`config.mk`:
```
export PLATFORM = sky130hd
export DESIGN_NAME = drive_status_output_flags
export DESIGN_NICKNAME = d
export VERILOG_FILES = /design/src/rtl/dso_pkg.sv /design/src/rtl/limit_stretch.sv /design/src/rtl/drive_status_output_flags.sv
export SDC_FILE = /design/constraint.sdc
export NUM_CORES = 1
export LEC_CHECK = 0
export ABC_AREA = 1
export ABC_CLOCK_PERIOD_IN_PS = 2300
export BUFFER_PORTS_ARGS = -buffer_cell sky130_fd_sc_hd__buf_4
export CAP_MARGIN = 20
export CORE_ASPECT_RATIO = 0.8
export CORE_MARGIN = 2
export CORE_UTILIZATION = 58
export DETAILED_ROUTE_END_ITERATION = 16
export GPL_ROUTABILITY_DRIVEN = 0
export PLACE_DENSITY_LB_ADDON = 0.1
export SETUP_SLACK_MARGIN = 0.3
export SYNTH_ARGS = -nofsm -noshare
export SYNTH_HDL_FRONTEND = slang
export SYNTH_SLANG_ARGS = --single-unit
```
`constraint.sdc`:
```
create_clock -name sys_clk -period 2.3 [get_ports sys_clk]
set_clock_uncertainty 0.15 [all_clocks]
set_input_delay 0.345 -clock sys_clk [delete_from_list [all_inputs] [get_ports sys_clk]]
set_output_delay 0.345 -clock sys_clk [all_outputs]
set_load 0.01 [all_outputs]
```
`src/rtl/dso_pkg.sv`:
```
// package: codes, register map, timing constants and carriers for the drive status flags
package dso_pkg;

    localparam int unsigned CLK_HZ = 10_000_000;
    localparam int unsigned LIMIT_MIN_MS = 100;
    localparam int unsigned LIMIT_DLY_MS = 20;
    localparam int unsigned MS_CYCLES = CLK_HZ / 1000;
    localparam int unsigned LIMIT_MIN_CYCLES = LIMIT_MIN_MS * MS_CYCLES;
    localparam int unsigned LIMIT_DLY_CYCLES = LIMIT_DLY_MS * MS_CYCLES;

    localparam int unsigned TEMP_W = 12;
    localparam logic [TEMP_W-1:0] WARN_ON_MARGIN = 12'h005;
    localparam logic [TEMP_W-1:0] WARN_OFF_MARGIN = 12'h008;

    // assignment codes
    localparam logic [7:0] CODE_RUN = 8'h00;
    localparam logic [7:0] CODE_DC_LOW = 8'h03;
    localparam logic [7:0] CODE_TORQUE_POL = 8'h04;
    localparam logic [7:0] CODE_LIMIT = 8'h05;
    localparam logic [7:0] CODE_PANEL = 8'h08;
    localparam logic [7:0] CODE_READY = 8'h0a;
    localparam logic [7:0] CODE_CONTACTOR = 8'h0f;
    localparam logic [7:0] CODE_LIMIT_DLY = 8'h16;
    localparam logic [7:0] CODE_HOST_DO = 8'h1b;
    localparam logic [7:0] CODE_HEATSINK = 8'h1c;
    localparam logic [7:0] CODE_LOCK_DONE = 8'h1d;
    localparam logic [7:0] CODE_WEAR = 8'h1e;
    localparam logic [7:0] CODE_OUTPUT_ON = 8'h23;
    localparam logic [7:0] CODE_LOOP_REG = 8'h2b;

    // register map (word addresses on a 32-bit avalon slave)
    localparam int unsigned ADDR_W = 4;
    localparam logic [ADDR_W-1:0] REG_TERM_BASE = 4'h0;
    localparam logic [ADDR_W-1:0] REG_HOST_DO = 4'h8;
    localparam logic [ADDR_W-1:0] REG_FLAGS = 4'h9;
    localparam logic [ADDR_W-1:0] REG_TERMS = 4'ha;
    localparam int unsigned TERM_CODE_LSB = 0;
    localparam int unsigned TERM_POL_BIT = 8;
    localparam logic [7:0] TERM_CODE_RESET = 8'hff;

    typedef struct packed {
        logic running;
        logic dc_braking;
        logic pre_exciting;
        logic zero_speed_ctrl;
        logic dew_prevent;
        logic vector_ctrl;
        logic servo_lock;
        logic above_start_freq;
        logic below_stop_freq;
    } run_state_t;

    typedef struct packed {
        logic torque_limit;
        logic sw_current_limit;
        logic hw_oc_limit;
        logic hw_oc_enable;
        logic anti_regen_decel;
    } limit_src_t;

    typedef struct packed {
        logic dc_below_level;
        logic dc_above_level;
        logic lv_trip;
        logic torque_braking;
        logic panel_selected;
        logic hw_prep_done;
        logic protect_active;
        logic forward_cmd;
        logic stop_cmd;
        logic coast_cmd;
        logic alarm;
        logic motor_stopped;
        logic fan_locked;
        logic sync_running;
        logic in_sync_angle;
        logic part_life_expired;
        logic loop_cancel_in;
        logic run_cmd;
    } drive_cond_t;

    typedef struct packed {
        logic loop_reg_active_flag;
        logic wear_flag;
        logic lock_angle_done_flag;
        logic heatsink_warn_flag;
        logic host_do_flag;
        logic contactor_ctrl_flag;
        logic ready_flag;
        logic panel_source_flag;
        logic limit_delayed_flag;
        logic limit_active_flag;
        logic torque_pol_flag;
        logic dc_bus_low_flag;
        logic output_on_flag;
        logic running_flag;
    } flags_t;

endpackage

```
`src/rtl/limit_stretch.sv`:
```
// stretcher and persistence timer for the output-limiting flags
`timescale 1ns/1ps
module limit_stretch #(
    parameter int unsigned MIN_CYCLES = dso_pkg::LIMIT_MIN_CYCLES,
    parameter int unsigned DLY_CYCLES = dso_pkg::LIMIT_DLY_CYCLES
) (
    input wire logic sys_clk,
    input wire logic reset_n,
    input wire logic limit_in,
    output logic stretched,
    output logic delayed
);
    import dso_pkg::*;

    logic [20:0] hold_q;
    logic [20:0] persist_q;

    // keep the flag up while limiting and for the minimum width after
    always_ff @(posedge sys_clk or negedge reset_n)
    begin
        if (!reset_n)
            hold_q <= '0;
        else if (limit_in)
            hold_q <= 21'(MIN_CYCLES - 1);
        else if (hold_q != '0)
            hold_q <= hold_q - 21'd1;
    end

    always_ff @(posedge sys_clk or negedge reset_n)
    begin
        if (!reset_n)
            stretched <= 1'b0;
        else
            stretched <= limit_in || (hold_q != '0);
    end

    // any gap in limiting restarts the count
    always_ff @(posedge sys_clk or negedge reset_n)
    begin
        if (!reset_n)
            persist_q <= '0;
        else if (!limit_in)
            persist_q <= '0;
        else if (persist_q != 21'(DLY_CYCLES))
            persist_q <= persist_q + 21'd1;
    end

    always_ff @(posedge sys_clk or negedge reset_n)
    begin
        if (!reset_n)
            delayed <= 1'b0;
        else
            delayed <= limit_in && (persist_q >= 21'(DLY_CYCLES - 1));
    end

endmodule

```
`src/rtl/drive_status_output_flags.sv`:
```
// drive status flag generator with programmable output terminals
// Summary of operation
// - running flag on while running, off in dc braking or dew prevention.
// - output-on flag stays on in braking, pre-excite, zero speed, dew prevention.
// - under v/f both run flags set above start, clear below stop frequency.
// - under vector control zero speed or servo lock forces both run flags on.
// - negative polarity inverts a terminal so a run flag shows stopped.
// - dc bus low flag follows link voltage against the undervoltage level.
// - dc bus low flag also on during an undervoltage trip stop.
// - run commands are ignored while dc bus low flag is on; the loop regulation flag still follows the raw run_cmd.
// - torque polarity flag low for driving, high for braking torque.
// - limit flag on while limiting, each pulse at least 100 ms.
// - delayed limit flag on only after 20 ms continuous limiting.
// - limiting sources: torque, software current, enabled hardware oc, anti-regen.
// - panel source flag on when the keypad is the run source.
// - ready flag on after preparation done and no protection active.
// - contactor flag set on forward command, cleared once stopped after stop.
// - contactor flag drops at once on coast command or alarm.
// - host output follows only the host-written value.
// - heat-sink warning on above trip minus 5, off at trip minus 8.
// - fan lock sets both heat-sink warning and wear flags.
// - lock angle done flag on in synchronous run inside the angle.
// - wear flag on when a capacitor or fan reaches end of life.
// - loop regulation flag on with loop cancel off and run command on.
//
// Added by the designer: the Avalon-MM register port and the register offsets.
`timescale 1ns/1ps
module drive_status_output_flags #(
    parameter int unsigned NUM_TERMS = 8,
    parameter int unsigned MIN_CYCLES = dso_pkg::LIMIT_MIN_CYCLES,
    parameter int unsigned DLY_CYCLES = dso_pkg::LIMIT_DLY_CYCLES
) (
    input wire logic sys_clk,
    input wire logic reset_n,
    input wire logic [dso_pkg::ADDR_W-1:0] avs_address,
    input wire logic avs_read,
    input wire logic avs_write,
    input wire logic [31:0] avs_writedata,
    input wire logic [3:0] avs_byteenable,
    output logic [31:0] avs_readdata,
    output logic avs_waitrequest,
    input wire dso_pkg::run_state_t run_state,
    input wire dso_pkg::limit_src_t limit_src,
    input wire dso_pkg::drive_cond_t drive_cond,
    input wire logic [dso_pkg::TEMP_W-1:0] heatsink_temp,
    input wire logic [dso_pkg::TEMP_W-1:0] trip_temp,
    output logic run_cmd_accepted,
    output dso_pkg::flags_t flags,
    output logic [NUM_TERMS-1:0] term_out
);
    import dso_pkg::*;

    logic [7:0] term_code_q [NUM_TERMS];
    logic [NUM_TERMS-1:0] term_pol_q;
    logic host_do_q;
    logic ack_q;
    logic limit_any;
    logic limit_stretched;
    logic limit_delayed;
    logic warn_q;
    logic contactor_q;
    logic run_v;
    logic [TEMP_W-1:0] on_level;
    logic [TEMP_W-1:0] off_level;

    // one wait cycle per access keeps read data registered
    always_ff @(posedge sys_clk or negedge reset_n)
    begin
        if (!reset_n)
            ack_q <= 1'b0;
        else
            ack_q <= (avs_read || avs_write) && !ack_q;
    end

    always_ff @(posedge sys_clk or negedge reset_n)
    begin
        if (!reset_n)
            avs_waitrequest <= 1'b1;
        else
            avs_waitrequest <= !((avs_read || avs_write) && !ack_q);
    end

    generate
        for (genvar i = 0; i < NUM_TERMS; i++)
        begin : g_term_reg
            always_ff @(posedge sys_clk or negedge reset_n)
            begin
                if (!reset_n)
                begin
                    term_code_q[i] <= TERM_CODE_RESET;
                    term_pol_q[i] <= 1'b0;
                end
                else if (avs_write && !ack_q && avs_address == REG_TERM_BASE + ADDR_W'(i))
                begin
                    if (avs_byteenable[0])
                        term_code_q[i] <= avs_writedata[TERM_CODE_LSB +: 8];
                    if (avs_byteenable[1])
                        term_pol_q[i] <= avs_writedata[TERM_POL_BIT];
                end
            end
        end
    endgenerate

    always_ff @(posedge sys_clk or negedge reset_n)
    begin
        if (!reset_n)
            host_do_q <= 1'b0;
        else if (avs_write && !ack_q && avs_address == REG_HOST_DO && avs_byteenable[0])
            host_do_q <= avs_writedata[0];
    end

    always_ff @(posedge sys_clk or negedge reset_n)
    begin
        if (!reset_n)
            avs_readdata <= '0;
        else if (avs_read && !ack_q)
        begin
            if (avs_address < ADDR_W'(NUM_TERMS))
                avs_readdata <= {23'h000000, term_pol_q[avs_address[2:0]],
                                 term_code_q[avs_address[2:0]]};
            else if (avs_address == REG_HOST_DO)
                avs_readdata <= {31'h00000000, host_do_q};
            else if (avs_address == REG_FLAGS)
                avs_readdata <= {18'h00000, flags};
            else if (avs_address == REG_TERMS)
                avs_readdata <= 32'(term_out);
            else
                avs_readdata <= '0;
        end
    end

    assign limit_any = limit_src.torque_limit || limit_src.sw_current_limit
                     || (limit_src.hw_oc_limit && limit_src.hw_oc_enable)
                     || limit_src.anti_regen_decel;

    limit_stretch #(
        .MIN_CYCLES(MIN_CYCLES),
        .DLY_CYCLES(DLY_CYCLES)
    ) u_limit (
        .sys_clk(sys_clk),
        .reset_n(reset_n),
        .limit_in(limit_any),
        .stretched(limit_stretched),
        .delayed(limit_delayed)
    );

    // v/f run state with start/stop frequency hysteresis
    always_ff @(posedge sys_clk or negedge reset_n)
    begin
        if (!reset_n)
            run_v <= 1'b0;
        else if (!run_state.running || run_state.below_stop_freq)
            run_v <= 1'b0;
        else if (run_state.above_start_freq)
            run_v <= 1'b1;
    end

    assign on_level = trip_temp - WARN_ON_MARGIN;
    assign off_level = trip_temp - WARN_OFF_MARGIN;

    // hysteresis avoids chatter near the trip margin
    always_ff @(posedge sys_clk or negedge reset_n)
    begin
        if (!reset_n)
            warn_q <= 1'b0;
        else if (heatsink_temp > on_level)
            warn_q <= 1'b1;
        else if (heatsink_temp <= off_level)
            warn_q <= 1'b0;
    end

    // alarm and coast beat a simultaneous forward command
    always_ff @(posedge sys_clk or negedge reset_n)
    begin
        if (!reset_n)
            contactor_q <= 1'b0;
        else if (drive_cond.coast_cmd || drive_cond.alarm)
            contactor_q <= 1'b0;
        else if (drive_cond.forward_cmd && !flags.dc_bus_low_flag)
            contactor_q <= 1'b1;
        else if (drive_cond.stop_cmd && drive_cond.motor_stopped)
            contactor_q <= 1'b0;
    end

    always_ff @(posedge sys_clk or negedge reset_n)
    begin
        if (!reset_n)
            run_cmd_accepted <= 1'b0;
        else
            run_cmd_accepted <= drive_cond.run_cmd && !flags.dc_bus_low_flag;
    end

    always_ff @(posedge sys_clk or negedge reset_n)
    begin
        if (!reset_n)
            flags <= '0;
        else
        begin
            flags.running_flag <= (run_state.vector_ctrl
                                   && (run_state.zero_speed_ctrl || run_state.servo_lock))
                                  || (run_v && !run_state.dc_braking
                                      && !run_state.dew_prevent);
            flags.output_on_flag <= (run_state.vector_ctrl
                                     && (run_state.zero_speed_ctrl || run_state.servo_lock))
                                    || run_v || run_state.dc_braking
                                    || run_state.pre_exciting || run_state.zero_speed_ctrl
                                    || run_state.dew_prevent;
            if (drive_cond.lv_trip || drive_cond.dc_below_level)
                flags.dc_bus_low_flag <= 1'b1;
            else if (drive_cond.dc_above_level)
                flags.dc_bus_low_flag <= 1'b0;
            flags.torque_pol_flag <= drive_cond.torque_braking;
            flags.limit_active_flag <= limit_stretched;
            flags.limit_delayed_flag <= limit_delayed;
            flags.panel_source_flag <= drive_cond.panel_selected;
            flags.ready_flag <= drive_cond.hw_prep_done && !drive_cond.protect_active;
            // coast or alarm drops the flag in the same edge as the latch, not one later
            flags.contactor_ctrl_flag <= contactor_q && !drive_cond.coast_cmd
                                         && !drive_cond.alarm;
            flags.host_do_flag <= host_do_q;
            flags.heatsink_warn_flag <= warn_q || drive_cond.fan_locked;
            flags.lock_angle_done_flag <= drive_cond.sync_running
                                          && drive_cond.in_sync_angle;
            flags.wear_flag <= drive_cond.part_life_expired || drive_cond.fan_locked;
            flags.loop_reg_active_flag <= !drive_cond.loop_cancel_in
                                          && drive_cond.run_cmd;
        end
    end

    generate
        for (genvar t = 0; t < NUM_TERMS; t++)
        begin : g_term_out
            logic sel;
            always_comb
            begin
                unique case (term_code_q[t])
                    CODE_RUN: sel = flags.running_flag;
                    CODE_OUTPUT_ON: sel = flags.output_on_flag;
                    CODE_DC_LOW: sel = flags.dc_bus_low_flag;
                    CODE_TORQUE_POL: sel = flags.torque_pol_flag;
                    CODE_LIMIT: sel = flags.limit_active_flag;
                    CODE_LIMIT_DLY: sel = flags.limit_delayed_flag;
                    CODE_PANEL: sel = flags.panel_source_flag;
                    CODE_READY: sel = flags.ready_flag;
                    CODE_CONTACTOR: sel = flags.contactor_ctrl_flag;
                    CODE_HOST_DO: sel = flags.host_do_flag;
                    CODE_HEATSINK: sel = flags.heatsink_warn_flag;
                    CODE_LOCK_DONE: sel = flags.lock_angle_done_flag;
                    CODE_WEAR: sel = flags.wear_flag;
                    CODE_LOOP_REG: sel = flags.loop_reg_active_flag;
                    default: sel = 1'b0;
                endcase
            end
            // polarity applies to any code; unassigned codes show low, or high when inverted
            always_ff @(posedge sys_clk or negedge reset_n)
            begin
                if (!reset_n)
                    term_out[t] <= 1'b0;
                else
                    term_out[t] <= sel ^ term_pol_q[t];
            end
        end
    endgenerate

endmodule

```
==> results.toml <==
[sta]
min_period_ps = 2064
setup_viol = 0
drv_slew = 0
fin_ws_ps = 235.6
period_share_pct = 89.76
rsz0062_at_grt = "true"
setup_tns_ps = 0
hold_ws_ps = 3.726
slew_headroom_pct = 55.20
tightest_slew_ps = 672.0
clock.fmax_ghz = 0.4844
hold_viol = 0

[flow_run]
drv_cap = 0

[power_and_ir_drop]
p_leak_nw = 6.072
ir_drop_uv = 560.7
total_power_mw = 9.064
power_per_cell_area_nw_per_um2 = 700.1

[setup_path]
worstPathArrival_ps = 2230
rrSetupSlack_ps = 350
crit_type = "in2reg"
cp.required_ps = 2470
cp-start-kind = "primary input"
crit_path_max_fanout = 4
cp-end-kind = "flop"

[yosys]
synth_seq_cells = 159
avgSynthCellArea_um2 = 6.805
ys_types = 44
ys.flop_type = "dfrtp_1"
synthArstFlopShare_pct = 100.0
synth_warnings = 0
syn_area_um2 = 10620
synth_edf_count = 0
ys_seq_area_share_pct = 38.22
synthCells = 1561

[grt]
antenna_found_initial = 0
first_global_vias = 10640
grt_pass1_wl_um = 53450
overflow = 0
grt_max_degree = 54
grtUsageTotal_pct = 34.78

[floorplanning]
start_util_pct = 58.83
die_x_um = 155.3
dieArea_um2 = 19420
die_h_um = 125.0
coreArea_um2 = 18060
pin_count = 156
fp-row-count = 44

[layout]
area_growth_pct = 21.88
layout_commonest_cell = "nand2_1"
utilization_pct = 71.70
drive_above_1_share_pct = 18.09
most-common-layout-cells = "nand2_1 (365), nor2_1 (219), inv_1 (198)"
fin_nets = 1853
antenna_cells = 0

[worst_hold_path]
min_path_type = "in2reg"

[cts]
cts_root_buf = "clkbuf_16"
numCtsBuffers = 17
cts_htree_levels = 4
clkSlewWorstSetupHoldPaths_ps = 60
insertion_delay_ps = 430
cts_buffer_depth = 2
numClockSinks = 159
cts_tree = "done"

[routing]
drc_errors = 0
post_drt_wl_per_cell_um = 16.75
wirelength_um = 32930
route.vias.total = 11350
dr.pass1.iters = 6
drt_iter0_markers = 1564
vias_per_cell = 5.772
antenna_left = 0

[place]
io_buffers = 112
dp_hpwl_um = 23750
pre_cts_slack_ps = -238.8

[outcome]
outcome = "complete, no violations"
[final cells by class]
class                      count  area (µm²)
inverter                     206       777.0
clock buffer                  20       446.7
tap                          230       287.8
fill                        1535        5110
timing repair buffer         183        1478
sequential                   159        4061
multi-input combinational   1156        5717
clock inverter                12       180.2
[state kept, by name, summed over array words and instances, names as in the netlist, 8 cells and up]
register           flops
u_limit.hold_q        21
term_code_q           64
term_pol_q             8
u_limit.persist_q     21
avs_readdata          14
term_out               8
flags                 14
[repair_timing]
item | in CTS | in global routing
cloned | 1 | 0
endpoints found under the setup margin | 11 | 37
buffers inserted | 4 | 3
pin swaps | 16 | 5
hold buffers | 22 | 0
hold endpoints to repair | 49 | 0
gates resized for setup | 20 | 19
[per-stage QoR]
| stage | area, µm² | std cells |
|---|---|---|
| 2_1_floorplan | 10720 | 1578 |
| 3_3_place_gp | 11890 | 1904 |
| 3_5_place_dp | 11890 | 1904 |
| 4_1_cts | 12850 | 1963 |
| 5_1_grt | 12950 | 1966 |
| 6_report | 12950 | 1966 |
[synthesized netlist by cell type (3+ instances only)]
master	number	area, µm²
and3_1	3	18.77
nand2_2	3	18.77
or2_2	7	43.79
dfstp_2	65	1708
nor4_1	4	25.02
nand4_1	29	181.4
buf_1	13	48.80
nand3_1	186	930.9
dfrtp_1	94	2352
o21ai_1	5	25.02
a21oi_1	28	140.1
o22ai_1	18	112.6
nor3_1	29	145.1
nor2_1	225	844.6
nor2_2	4	25.02
nand2_1	369	1385
inv_1	202	758.2
nor3_2	3	30.03
xor2_1	13	113.9
buf_4	19	142.6
nand3b_1	4	30.03
o211ai_1	3	22.52
nor2_4	3	33.78
o31ai_1	3	22.52
inv_2	3	11.26
o21ai_0	131	655.6
xnor2_1	7	61.31
nand3_2	6	60.06
buf_2	15	75.07
ha_1	30	375.4
a31oi_1	11	68.82
clkbuf_1	10	37.54
[routing by layer]
layer / track usage (%) / up-vias / routed length, µm
met2: 53.18 / 624 / 14460
met5: 0 / - / 0
met4: 10.63 / 0 / 988
li1: - / 5365 / -
met1: 49.46 / 5255 / 13910
met3: 8.111 / 103 / 3573
[cell families (layout without fill, tap and decap cells)]
kind of cell,Yosys count,count (layout),synth area share (%)
simple gates,879,880,35.77
flops,159,159,38.22
buf+inv,264,421,10.25
xor+xnor,20,20,1.649
compound gates,208,208,10.54
other cells,1,18,0.03530
fa+ha+maj,30,30,3.534
[power by group]
part | leakage, nW | internal (mW) | switching (mW)
Sequential | 1.84 | 3.31 | 0.440
Clock | 0.301 | 1.85 | 1.21
Combinational | 3.93 | 0.824 | 1.42
Total | 6.07 | 5.99 | 3.07
[critical path, stage by stage]
cell and delay [ps]:
buf_8 100, clkinvlp_4 90, ha_4 160, nand2_4 60
nor2_4 140, xnor2_2 110, o31ai_4 70, o41ai_2 110
ha_1 320, nand4_1 190, nor3_2 200, nand3_1 100
o22ai_1 150, nand2_1 70
[path summary, 6_finish.rpt]
path                                               endpoint                         from  cells past startpoint
max                                      warn_q$_DFFE_PN0P_                 trip_temp[3]                     14
min                                       run_v$_DFFE_PN0P_                 run_state[8]                      3
max reg2reg                     term_code_q[44]$_DFFE_PN1P_              ack_q$_DFF_PN0_                      5
min reg2reg                              flags[4]$_DFF_PN0_  u_limit.stretched$_DFF_PN0_                      0
max in group asynchronous         avs_waitrequest$_DFF_PN1_                      reset_n                      3
min in group asynchronous  u_limit.persist_q[8]$_DFFE_PN0P_                      reset_n                      2
No activity file was read; power rests on OpenSTA's default activity.
